## config.mk

```make
export PLATFORM = sky130hd
export DESIGN_NAME = pee_host
export DESIGN_NICKNAME = d
export VERILOG_FILES = /design/src/pee_pkg.sv /design/src/pee_host.sv
export VERILOG_INCLUDE_DIRS = /design/src
export SDC_FILE = /design/constraint.sdc
export NUM_CORES = 1
export LEC_CHECK = 0
export ABC_CLOCK_PERIOD_IN_PS = 2900
export BUFFER_PORTS_ARGS = -buffer_cell sky130_fd_sc_hd__buf_2
export CAP_MARGIN = 10
export CELL_PAD_IN_SITES_DETAIL_PLACEMENT = 1
export CELL_PAD_IN_SITES_GLOBAL_PLACEMENT = 2
export CORE_MARGIN = 2
export CORE_UTILIZATION = 38
export CTS_CLUSTER_SIZE = 14
export DETAILED_ROUTE_END_ITERATION = 7
export PLACE_DENSITY = 0.9
export SLEW_MARGIN = 20
export SYNTH_ARGS = -nofsm -noshare
export SYNTH_HDL_FRONTEND = slang
export SYNTH_SLANG_ARGS = --single-unit
export TNS_END_PERCENT = 10
```

## constraint.sdc

```tcl
create_clock -name clk -period 2.9 [get_ports clk]
set_clock_uncertainty 0.2 [all_clocks]
set_input_delay 0 -clock clk [delete_from_list [all_inputs] [get_ports clk]]
set_output_delay 0 -clock clk [all_outputs]
set_load 0.05 [all_outputs]
```

## src/pee_cfg.svh

```systemverilog
// Pin timing, field positions and sizes for the parallel EEPROM host
`ifndef PEE_CFG_SVH
`define PEE_CFG_SVH
`define PEE_ADDR_W      15
`define PEE_DATA_W      8
`define PEE_PAGE_LSB    7
`define PEE_PAGE_BYTES  128
`define PEE_POLL_BIT    7
`define PEE_TGL_BIT     6
`define PEE_CNT_W       16
`define PEE_CLK_NS      10
`define PEE_T_ACC_NS    70
`define PEE_T_WP_NS     100
`define PEE_T_BLC_US    100
`define PEE_SYNC_CYC    2
`define PEE_WIN_MARGIN  16
`define PEE_RD_CYC      ((`PEE_T_ACC_NS + `PEE_CLK_NS - 1) / `PEE_CLK_NS)
`define PEE_RD_SMP      (`PEE_RD_CYC + `PEE_SYNC_CYC)
`define PEE_WP_CYC      ((`PEE_T_WP_NS + `PEE_CLK_NS - 1) / `PEE_CLK_NS)
`define PEE_BLC_CYC     ((`PEE_T_BLC_US * 1000) / `PEE_CLK_NS)
`define PEE_LOAD_WIN    (`PEE_BLC_CYC - `PEE_WIN_MARGIN)
`endif

```

## src/pee_pkg.sv

```systemverilog
// Types shared by the parallel EEPROM host controller
`include "pee_cfg.svh"
package pee_pkg;
    typedef enum logic [3:0] {
        PEE_IDLE, PEE_RD, PEE_RD_END, PEE_WR_SET, PEE_WR_PULSE,
        PEE_WR_HOLD, PEE_WR_END, PEE_LOAD_WIN, PEE_POLL, PEE_POLL_END
    } pee_state_e;

    typedef struct packed {
        logic                     write;
        logic                     last;
        logic [`PEE_ADDR_W-1:0]   addr;
        logic [`PEE_DATA_W-1:0]   data;
    } pee_cmd_s;

    typedef struct packed {
        logic                     write;
        logic [`PEE_DATA_W-1:0]   data;
    } pee_rsp_s;

    typedef struct packed {
        logic                     ce_n;
        logic                     oe_n;
        logic                     we_n;
        logic                     data_bus_oe;
        logic [`PEE_DATA_W-1:0]   data_bus_o;
        logic [`PEE_ADDR_W-1:0]   byte_address;
    } pee_pins_s;
endpackage

```

## src/pee_host.sv

```systemverilog
// Host controller driving a byte-wide parallel EEPROM over its pins
//
// Operation
// - Reads assert chip select and output drive together.
// - Writes hold output drive high with chip select and write strobe low.
// - Further page bytes keep address bits 14..7 of the first byte.
// - A write not marked last may continue as a page with one to 127 more bytes.
// - Each next write strobe falls within 100 us of the previous.
`timescale 1ns/1ps
`include "pee_cfg.svh"
module pee_host
    import pee_pkg::*;
#(
    parameter logic [`PEE_CNT_W-1:0] LOAD_WIN_CYC = `PEE_CNT_W'(`PEE_LOAD_WIN)
) (
    // Clock and reset
    input  wire logic                    clk,
    input  wire logic                    rstn,
    // Command port
    input  wire logic                    cmd_valid,
    input  wire pee_cmd_s                cmd,
    output logic                         cmd_ready,
    input  wire logic                    poll_toggle,
    // Answer port
    output logic                         rsp_valid,
    output pee_rsp_s                     rsp,
    output logic                         busy,
    // Device pins
    output pee_pins_s                    pins,
    input  wire logic [`PEE_DATA_W-1:0]  data_bus_i
);
    pee_state_e                st_q, st_d;
    logic [`PEE_CNT_W-1:0]     cnt_q, cnt_d, win_q, win_d;
    logic [7:0]                nbyte_q, nbyte_d;
    pee_pins_s                 pins_q, pins_d;
    pee_cmd_s                  last_q, last_d, pendc_q, pendc_d;
    logic                      pend_q, pend_d, first_q, first_d;
    logic                      tgl_q, tgl_d, mode_q, mode_d;
    logic                      rspv_q, rspv_d, ready_q, ready_d;
    pee_rsp_s                  rsp_q, rsp_d;
    logic [`PEE_DATA_W-1:0]    sync1_q, sync2_q;

    // Command source, page match and timing decode
    pee_cmd_s  csel;
    logic      take, start, same_page, win_out, smp, wp_end, page_full;
    logic      poll_done, prog_on;
    assign take      = cmd_valid & ready_q;
    assign csel      = pend_q ? pendc_q : cmd;
    assign start     = pend_q | take;
    assign same_page = cmd.write & (cmd.addr[`PEE_ADDR_W-1:`PEE_PAGE_LSB] ==
                       last_q.addr[`PEE_ADDR_W-1:`PEE_PAGE_LSB]);
    assign win_out   = win_q >= LOAD_WIN_CYC;
    assign smp       = cnt_q == `PEE_CNT_W'(`PEE_RD_SMP - 1);
    assign wp_end    = cnt_q == `PEE_CNT_W'(`PEE_WP_CYC - 1);
    assign page_full = nbyte_q == 8'(`PEE_PAGE_BYTES);
    // Polls count only once the device must have begun programming,
    // so reads still inside its load window cannot end the wait early
    assign prog_on   = win_q >= LOAD_WIN_CYC +
                       `PEE_CNT_W'(2 * `PEE_WIN_MARGIN);
    // Data polling compares bit 7, toggle polling compares two reads of bit 6
    assign poll_done = prog_on && (mode_q ? (!first_q &&
                       sync2_q[`PEE_TGL_BIT] == tgl_q)
                     : (sync2_q[`PEE_POLL_BIT] ==
                        last_q.data[`PEE_POLL_BIT]));

    // Next state and pin levels
    always_comb begin
        st_d    = st_q;
        cnt_d   = cnt_q + `PEE_CNT_W'(1);
        win_d   = (win_q == '1) ? win_q : win_q + `PEE_CNT_W'(1);
        nbyte_d = nbyte_q;
        pins_d  = pins_q;
        last_d  = last_q;
        pendc_d = pendc_q;
        pend_d  = pend_q;
        first_d = first_q;
        tgl_d   = tgl_q;
        mode_d  = mode_q;
        rspv_d  = 1'b0;
        rsp_d   = rsp_q;
        case (st_q)
            PEE_IDLE: begin
                if (start) begin
                    pend_d = 1'b0;
                    cnt_d  = '0;
                    pins_d.byte_address = csel.addr;
                    if (csel.write) begin
                        last_d  = csel;
                        nbyte_d = 8'h00;
                        pins_d.data_bus_o = csel.data;
                        st_d = PEE_WR_SET;
                    end else begin
                        pins_d.ce_n = 1'b0;
                        pins_d.oe_n = 1'b0;
                        st_d = PEE_RD;
                    end
                end
            end
            PEE_RD: begin
                if (smp) begin
                    rsp_d  = '{write: 1'b0, data: sync2_q};
                    rspv_d = 1'b1;
                    pins_d.ce_n = 1'b1;
                    pins_d.oe_n = 1'b1;
                    st_d = PEE_RD_END;
                end
            end
            PEE_RD_END: st_d = PEE_IDLE;
            PEE_WR_SET: begin
                pins_d.ce_n = 1'b0;
                pins_d.oe_n = 1'b1;
                pins_d.data_bus_oe = 1'b1;
                cnt_d = '0;
                st_d  = PEE_WR_PULSE;
            end
            PEE_WR_PULSE: begin
                if (pins_q.we_n) begin
                    pins_d.we_n = 1'b0;
                    win_d   = '0;
                    nbyte_d = nbyte_q + 8'h01;
                    cnt_d   = '0;
                end else if (wp_end) begin
                    pins_d.we_n = 1'b1;
                    st_d = PEE_WR_HOLD;
                end
            end
            PEE_WR_HOLD: begin
                pins_d.ce_n = 1'b1;
                pins_d.data_bus_oe = 1'b0;
                st_d = PEE_WR_END;
            end
            PEE_WR_END: begin
                mode_d  = poll_toggle;
                first_d = 1'b1;
                st_d = (last_q.last || page_full) ? PEE_POLL_END
                                                  : PEE_LOAD_WIN;
            end
            PEE_LOAD_WIN: begin
                if (take && same_page && !win_out) begin
                    last_d = cmd;
                    pins_d.byte_address = cmd.addr;
                    pins_d.data_bus_o   = cmd.data;
                    st_d = PEE_WR_SET;
                end else if (take) begin
                    pend_d  = 1'b1;
                    pendc_d = cmd;
                    st_d = PEE_POLL_END;
                end else if (win_out) begin
                    st_d = PEE_POLL_END;
                end
            end
            PEE_POLL: begin
                if (smp) begin
                    pins_d.ce_n = 1'b1;
                    pins_d.oe_n = 1'b1;
                    first_d = !prog_on;
                    tgl_d   = sync2_q[`PEE_TGL_BIT];
                    if (poll_done) begin
                        rsp_d  = '{write: 1'b1, data: sync2_q};
                        rspv_d = 1'b1;
                        st_d = PEE_RD_END;
                    end else begin
                        st_d = PEE_POLL_END;
                    end
                end
            end
            PEE_POLL_END: begin
                pins_d.byte_address = last_q.addr;
                pins_d.ce_n = 1'b0;
                pins_d.oe_n = 1'b0;
                cnt_d = '0;
                st_d  = PEE_POLL;
            end
            default: st_d = PEE_IDLE;
        endcase
        ready_d = !pend_d && (st_d == PEE_IDLE || st_d == PEE_LOAD_WIN);
    end

    // Two-stage synchroniser for the device data bus
    always_ff @(posedge clk or negedge rstn) begin
        if (!rstn) begin
            sync1_q <= '0;
            sync2_q <= '0;
        end else begin
            sync1_q <= data_bus_i;
            sync2_q <= sync1_q;
        end
    end

    // Sequencer state and pin registers
    always_ff @(posedge clk or negedge rstn) begin
        if (!rstn) begin
            st_q    <= PEE_IDLE;
            cnt_q   <= '0;
            win_q   <= '0;
            nbyte_q <= 8'h00;
            pins_q  <= '{ce_n: 1'b1, oe_n: 1'b1, we_n: 1'b1, default: '0};
        end else begin
            st_q    <= st_d;
            cnt_q   <= cnt_d;
            win_q   <= win_d;
            nbyte_q <= nbyte_d;
            pins_q  <= pins_d;
        end
    end

    // Page, polling and answer registers
    always_ff @(posedge clk or negedge rstn) begin
        if (!rstn) begin
            last_q  <= '0;
            pendc_q <= '0;
            pend_q  <= 1'b0;
            first_q <= 1'b1;
            tgl_q   <= 1'b0;
            mode_q  <= 1'b0;
            rspv_q  <= 1'b0;
            rsp_q   <= '0;
            ready_q <= 1'b0;
        end else begin
            last_q  <= last_d;
            pendc_q <= pendc_d;
            pend_q  <= pend_d;
            first_q <= first_d;
            tgl_q   <= tgl_d;
            mode_q  <= mode_d;
            rspv_q  <= rspv_d;
            rsp_q   <= rsp_d;
            ready_q <= ready_d;
        end
    end

    // Busy flag follows the registered state
    logic busy_q;
    always_ff @(posedge clk or negedge rstn) begin
        if (!rstn) busy_q <= 1'b0;
        else       busy_q <= (st_d != PEE_IDLE) || pend_d;
    end

    assign pins      = pins_q;
    assign cmd_ready = ready_q;
    assign rsp_valid = rspv_q;
    assign rsp       = rsp_q;
    assign busy      = busy_q;
endmodule // pee_host

```

# --- After elaboration in Yosys (flattened, before gate mapping) ---
# Index checks and enable logic that the tools add are counted.
word_totals:
  word_cells: 151
  reg_bits: 152
  in_bits: 37
op_classes:
  add_sub_neg: 3
  eq_ne: 25
  muxes: 55
  reduce_logical: 34
  bitwise: 4
  order_cmp: 2
op_table:
  columns: ["op", "n"]
  rows:
  - ["$mux 16", 5]
  - ["$mux 24", 3]
  - ["$pmux 16 s3", 1]
  - ["$pmux 24 s2", 1]
  - ["$mux 23", 2]
  - ["$pmux 15 s3", 1]
  - ["$mux 4", 10]
  - ["$pmux 4 s9", 1]
  - ["$add 16x1->16 const B", 2]
  - ["$eq 16x4->1 const B", 2]
  - ["$ge 16x14->1 const B", 2]
  - ["$mux 8", 4]
  - ["$pmux 8 s2", 2]
  - ["$mux 9", 3]
  - ["$mux 25", 1]
  - ["$eq 4x3->1 const B", 5]
  - ["$reduce_and 4->1", 5]
  - ["$pmux 9 s2", 1]
  - ["$eq 16x16->1 const B", 1]
  - ["$ne 2x2->1 const B", 8]
  - ["$reduce_bool 4->1", 3]
  - ["$mux 1", 10]
  - ["$reduce_bool 2->1", 5]
  - ["$add 8x1->8 const B", 1]
  - ["other kinds (21)", 44]

# --- Depth between registers and ports, before layout ---
logic_depth:
  depth_word: 10
  depth_mapped: 9
  ltp_nobuf: 8

# --- Worst setup path before layout ---
# OpenSTA, ideal clock, no wires.
synth_path:
  kind: "flip-flop to flip-flop"
  start: "register ready_q (netlist: cmd_ready)"
  end: "register busy_q (netlist: busy)"
  arrival_time_ns: 2.393
  setup_ns: 0.124
  period_less_slack_ns: 2.717
  path_slack_ns: 0.183
  stages_incl_launch_ff: 7
  path_cell_list: "dfrtp_1 and2_1 nand3_1 or4_4 a32o_2 or4b_1 or2_1"
synth_via:
  word_cells_on_any_way: 14
  cone_classes: "8 x mux; 2 x bitwise; 4 x reduce/logical"
synth_lines:
  columns: ["item", "line", "source"]
  rows:
  - ["start: declaration", "pee_host.sv:39", "logic rspv_q, rspv_d, ready_q, ready_d;"]
  - ["start signal: assignment", "pee_host.sv:228", "ready_q <= ready_d;"]
  - ["$and 1x1->1 *", "pee_host.sv:47", "assign take = cmd_valid & ready_q;"]
  - ["$logic_and 1x1->1 (2 in a row)", "pee_host.sv:139", "if (take && same_page && !win_out) begin"]
  - ["$mux 1", "pee_host.sv:139", null]
  - ["$pmux 1 s2 *", "pee_host.sv:81", "case (st_q)"]
  - ["named net pend_d", "pee_host.sv:37", "logic pend_q, pend_d, first_q, first_d;"]
  - ["$logic_or 1x1->1 *", "pee_host.sv:236", "else busy_q <= (st_d != PEE_IDLE) || pend_d;"]
  - ["end signal: assignment", "pee_host.sv:236", null]
  - ["end: declaration", "pee_host.sv:233", "logic busy_q;"]
# The timed path passes the listed nets; every way through them passes the cells marked *.
# A chain may end at the register's enable or synchronous reset.

# --- Worst setup path in the final report ---
layout_path:
  start: "register win_q[13]"
  end: "register busy_q (netlist: busy)"
layout_via:
  word_cells_on_any_way: 15
  cone_classes: "2 x order compare; 8 x mux; 5 x reduce/logical"
layout_lines:
  columns: ["item", "line", "source"]
  rows:
  - ["start: declaration", "pee_host.sv:33", "logic [`PEE_CNT_W-1:0] cnt_q, cnt_d, win_q, win_d;"]
  - ["start signal: assignment", "pee_host.sv:201", "win_q <= win_d;"]
  - ["$ge 16x14->1", "pee_host.sv:52", "assign win_out = win_q >= LOAD_WIN_CYC;"]
  - ["$logic_not 1->1", "pee_host.sv:139", null]
  - ["$logic_and 1x1->1", "pee_host.sv:139", null]
  - ["$mux 1", "pee_host.sv:139", null]
  - ["$pmux 1 s2", "pee_host.sv:81", null]
  - ["named net pend_d", "pee_host.sv:37", null]
  - ["$logic_or 1x1->1", "pee_host.sv:236", null]
# The timed path passes the listed nets, and every way through them passes these cells.

==> impl_metrics.json <==
{
  "status": "finished, violations left",
  "hold_ws_ns": -0.00324,
  "slew_viol_final": 0,
  "via_per_inst": 5.30,
  "crit_path_end_kind": "register",
  "gr-total-overflow": 0,
  "dr.first_iter.drc_count": 272,
  "numCtsBuffers": 17,
  "layout-drive-gt1-share_pct": 23.9,
  "drc": 0,
  "hold_buffers": 36,
  "synth.distinct_cells": 56,
  "place.gp.congestion": 0.780,
  "ff2ff_setup_slack_ns": 0.23,
  "synth_cells": 613,
  "antenna_found_initial": 0,
  "period_share_pct": 91.9,
  "root_buffer": "clkbuf_16",
  "crit_family": "simple AND/OR/NAND/NOR gates",
  "die_x_um": 136,
  "dr.pass1.iters": 5,
  "p_leak_nw": 4.04,
  "numPortBuffers": 75,
  "yosys-top-cells-area": "dfrtp_1 (53%), mux2_2 (6.3%), nand2_1 (4.3%)",
  "row_count": 48,
  "cp_num_buf_inv": 0,
  "die_area_um2": 18500,
  "worstSkewPairLatency_ns": 0.42,
  "critPathSlowestCell": "or4_4",
  "wl_um": 17800,
  "vias": 5100,
  "grt_max_degree": 83,
  "r2r-start": "win_q[13]",
  "area_delta_synth_final_pct": 24.3,
  "initial_core_util_pct": 38.6,
  "grt_pass1_wl_um": 29400,
  "post_cts_resized": 0,
  "fmax_mhz": 375,
  "synth-edff-count": 0,
  "synth_top_area_share_pct": 52.9,
  "die_h_um": 136,
  "finalPower_mw": 8.30,
  "worstPathRequired_ns": 3.01,
  "final_nets": 769,
  "yosys_register_bits": 144,
  "synth_nets": 657,
  "ys_warn_count": 0,
  "start_kind": "register",
  "drtAntennaViolNets": 0,
  "ff2ff_path_depth": 6,
  "path_depth": 6,
  "synthArstFlopShare_pct": 100,
  "synth_most_common_cell": "dfrtp_1",
  "startpoint": "win_q[13]",
  "cts_setup_buffers": 0,
  "final_area_um2": 8230,
  "cp_cell_sequence": "nand4_2 > nand3_2 > or4_4 > a32o_2 > or4b_1 > or2_1",
  "syn_area_um2": 6620,
  "wl_per_cell_um": 18.5,
  "grt_pass1_vias": 5747,
  "peakVddDrop_uv": 575,
  "crit_type": "register to register",
  "fin_ws_ns": 0.234,
  "worstMarginPinSlew_ns": 0.800,
  "finalSetupTns_ns": 0,
  "synth_common_cells": "dfrtp_1 (140), nand2_1 (75), nor2_1 (49), o21ai_0 (42), mux2_2 (37)",
  "cts.sinks": 144,
  "setup.worst_path.end": "busy",
  "finalSetupViolations": 0,
  "tritoncts": "built",
  "synth_area_leader_cell": "dfrtp_1",
  "drv_cap": 0,
  "slowest_delay_ns": 0.57,
  "clkTransAtPathRegs_ns": 0.06,
  "powerDensity_nw_per_um2": 1010,
  "pre_cts_ws_ns": 0.252,
  "relSlewSlack_pct": 46.7,
  "dp_hpwl_um": 11400,
  "htreeDepth": 4,
  "rsz0062_at_grt": "false",
  "ios": 76,
  "hold_violations": 2,
  "clk_path_buf_depth": 2,
  "r2r_end": "busy",
  "track_usage_pct": 20.4,
  "core_um2": 17200,
  "fillers": 1898,
  "synth.avg_cell_area_um2": 10.8,
  "seq_area_frac_synth_pct": 54.5,
  "cp_data_arrival_time_ns": 2.77,
  "violations": "negative hold slack",
  "yosys_most_used_dff": "dfrtp_1",
  "holdCritPathClass": "input pin to async pin",
  "diodes": 0,
  "cp_max_fo": 7,
  "fin_crit_ns": 2.67,
  "place_area_um2": 7320
}
-- sequential cells by signal, summed over array words and instances (netlist names), 4 cells and up --
| register | flops |
|---|---|
| nbyte_q | 8 |
| rsp | 9 |
| sync1_q | 8 |
| pins | 27 |
| last_q | 16 |
| pendc_q | 25 |
| st_q | 4 |
| win_q | 16 |
| cnt_q | 16 |
| sync2_q | 8 |
-- how the worst min path moves through the flow --
stage	endpoint	depth (start not counted)
3_3_place_gp	pins[8]	1
3_5_place_dp	pins[8]	1
2_1_floorplan	busy	0
6_report	pins[9]	2
4_1_cts	sync1_q[3]	2
5_1_grt	sync1_q[4]	2
-- cells in the final DEF (no fill, tap or decap), drive strengths merged, types with 7 or more instances in the layout --
cell	n
mux2	37
xnor2	20
clkbuf	21
and3	10
o21ai	50
inv	10
a21oi	13
nor2b	7
nand4	12
a222oi	15
dlygate4sd3	36
nor3	10
nand2	75
xor2	22
nor2	50
ha	7
nand3	23
mux2i	25
dfrtp	140
buf	93
-- worst register-to-register path, cell delays in order, from the launching register on --
cell	delay, ns
dfrtp_1	0.47
nand4_2	0.17
nand3_2	0.10
or4_4	0.57
a32o_2	0.30
or4b_1	0.53
or2_1	0.22
-- report_power, final --
part | internal (mW) | switching [mW]
Sequential | 2.66 | 0.551
Clock | 1.24 | 0.852
Combinational | 1.03 | 1.96
Total | 4.93 | 3.37
-- final cells by class --
cell class	count	area, µm²	share of cell area, %
clock inverter	10	86.3	1.05
multi-input combinational	424	2830	34.3
clock buffer	21	470	5.71
inverter	9	33.8	0.410
timing repair buffer	129	927	11.3
sequential	144	3610	43.8
tap	225	282	3.42
-- routing by layer --
| metal | wire length [µm] | global-route usage (%) | up-vias |
|---|---|---|---|
| met5 | 0 | 0 | - |
| met4 | 359 | 7.75 | 0 |
| met3 | 529 | 4.14 | 26 |
| met2 | 9300 | 35.1 | 91 |
| met1 | 7630 | 25.1 | 2599 |
| li1 | - | - | 2384 |
-- per-stage QoR --
step                std cells  utilization, %
floorplan                 613               -
global placement          895            42.6
detailed placement        895            42.6
CTS                       962            47.9
global route              962            47.9
finish                    962            47.9
-- logic make-up (layout without fill, tap and decap cells) --
logic type      Yosys count  after routing  synth area share [%]
compound gates           99             99                  9.81
flops                   144            144                  54.5
buf+inv                  45            169                  3.10
fa+ha+maj                 7              7                  1.32
xor+xnor                 42             42                  5.55
mux                      62             62                  10.1
simple gates            214            214                  15.7
Power figures use the tool's default switching activity.
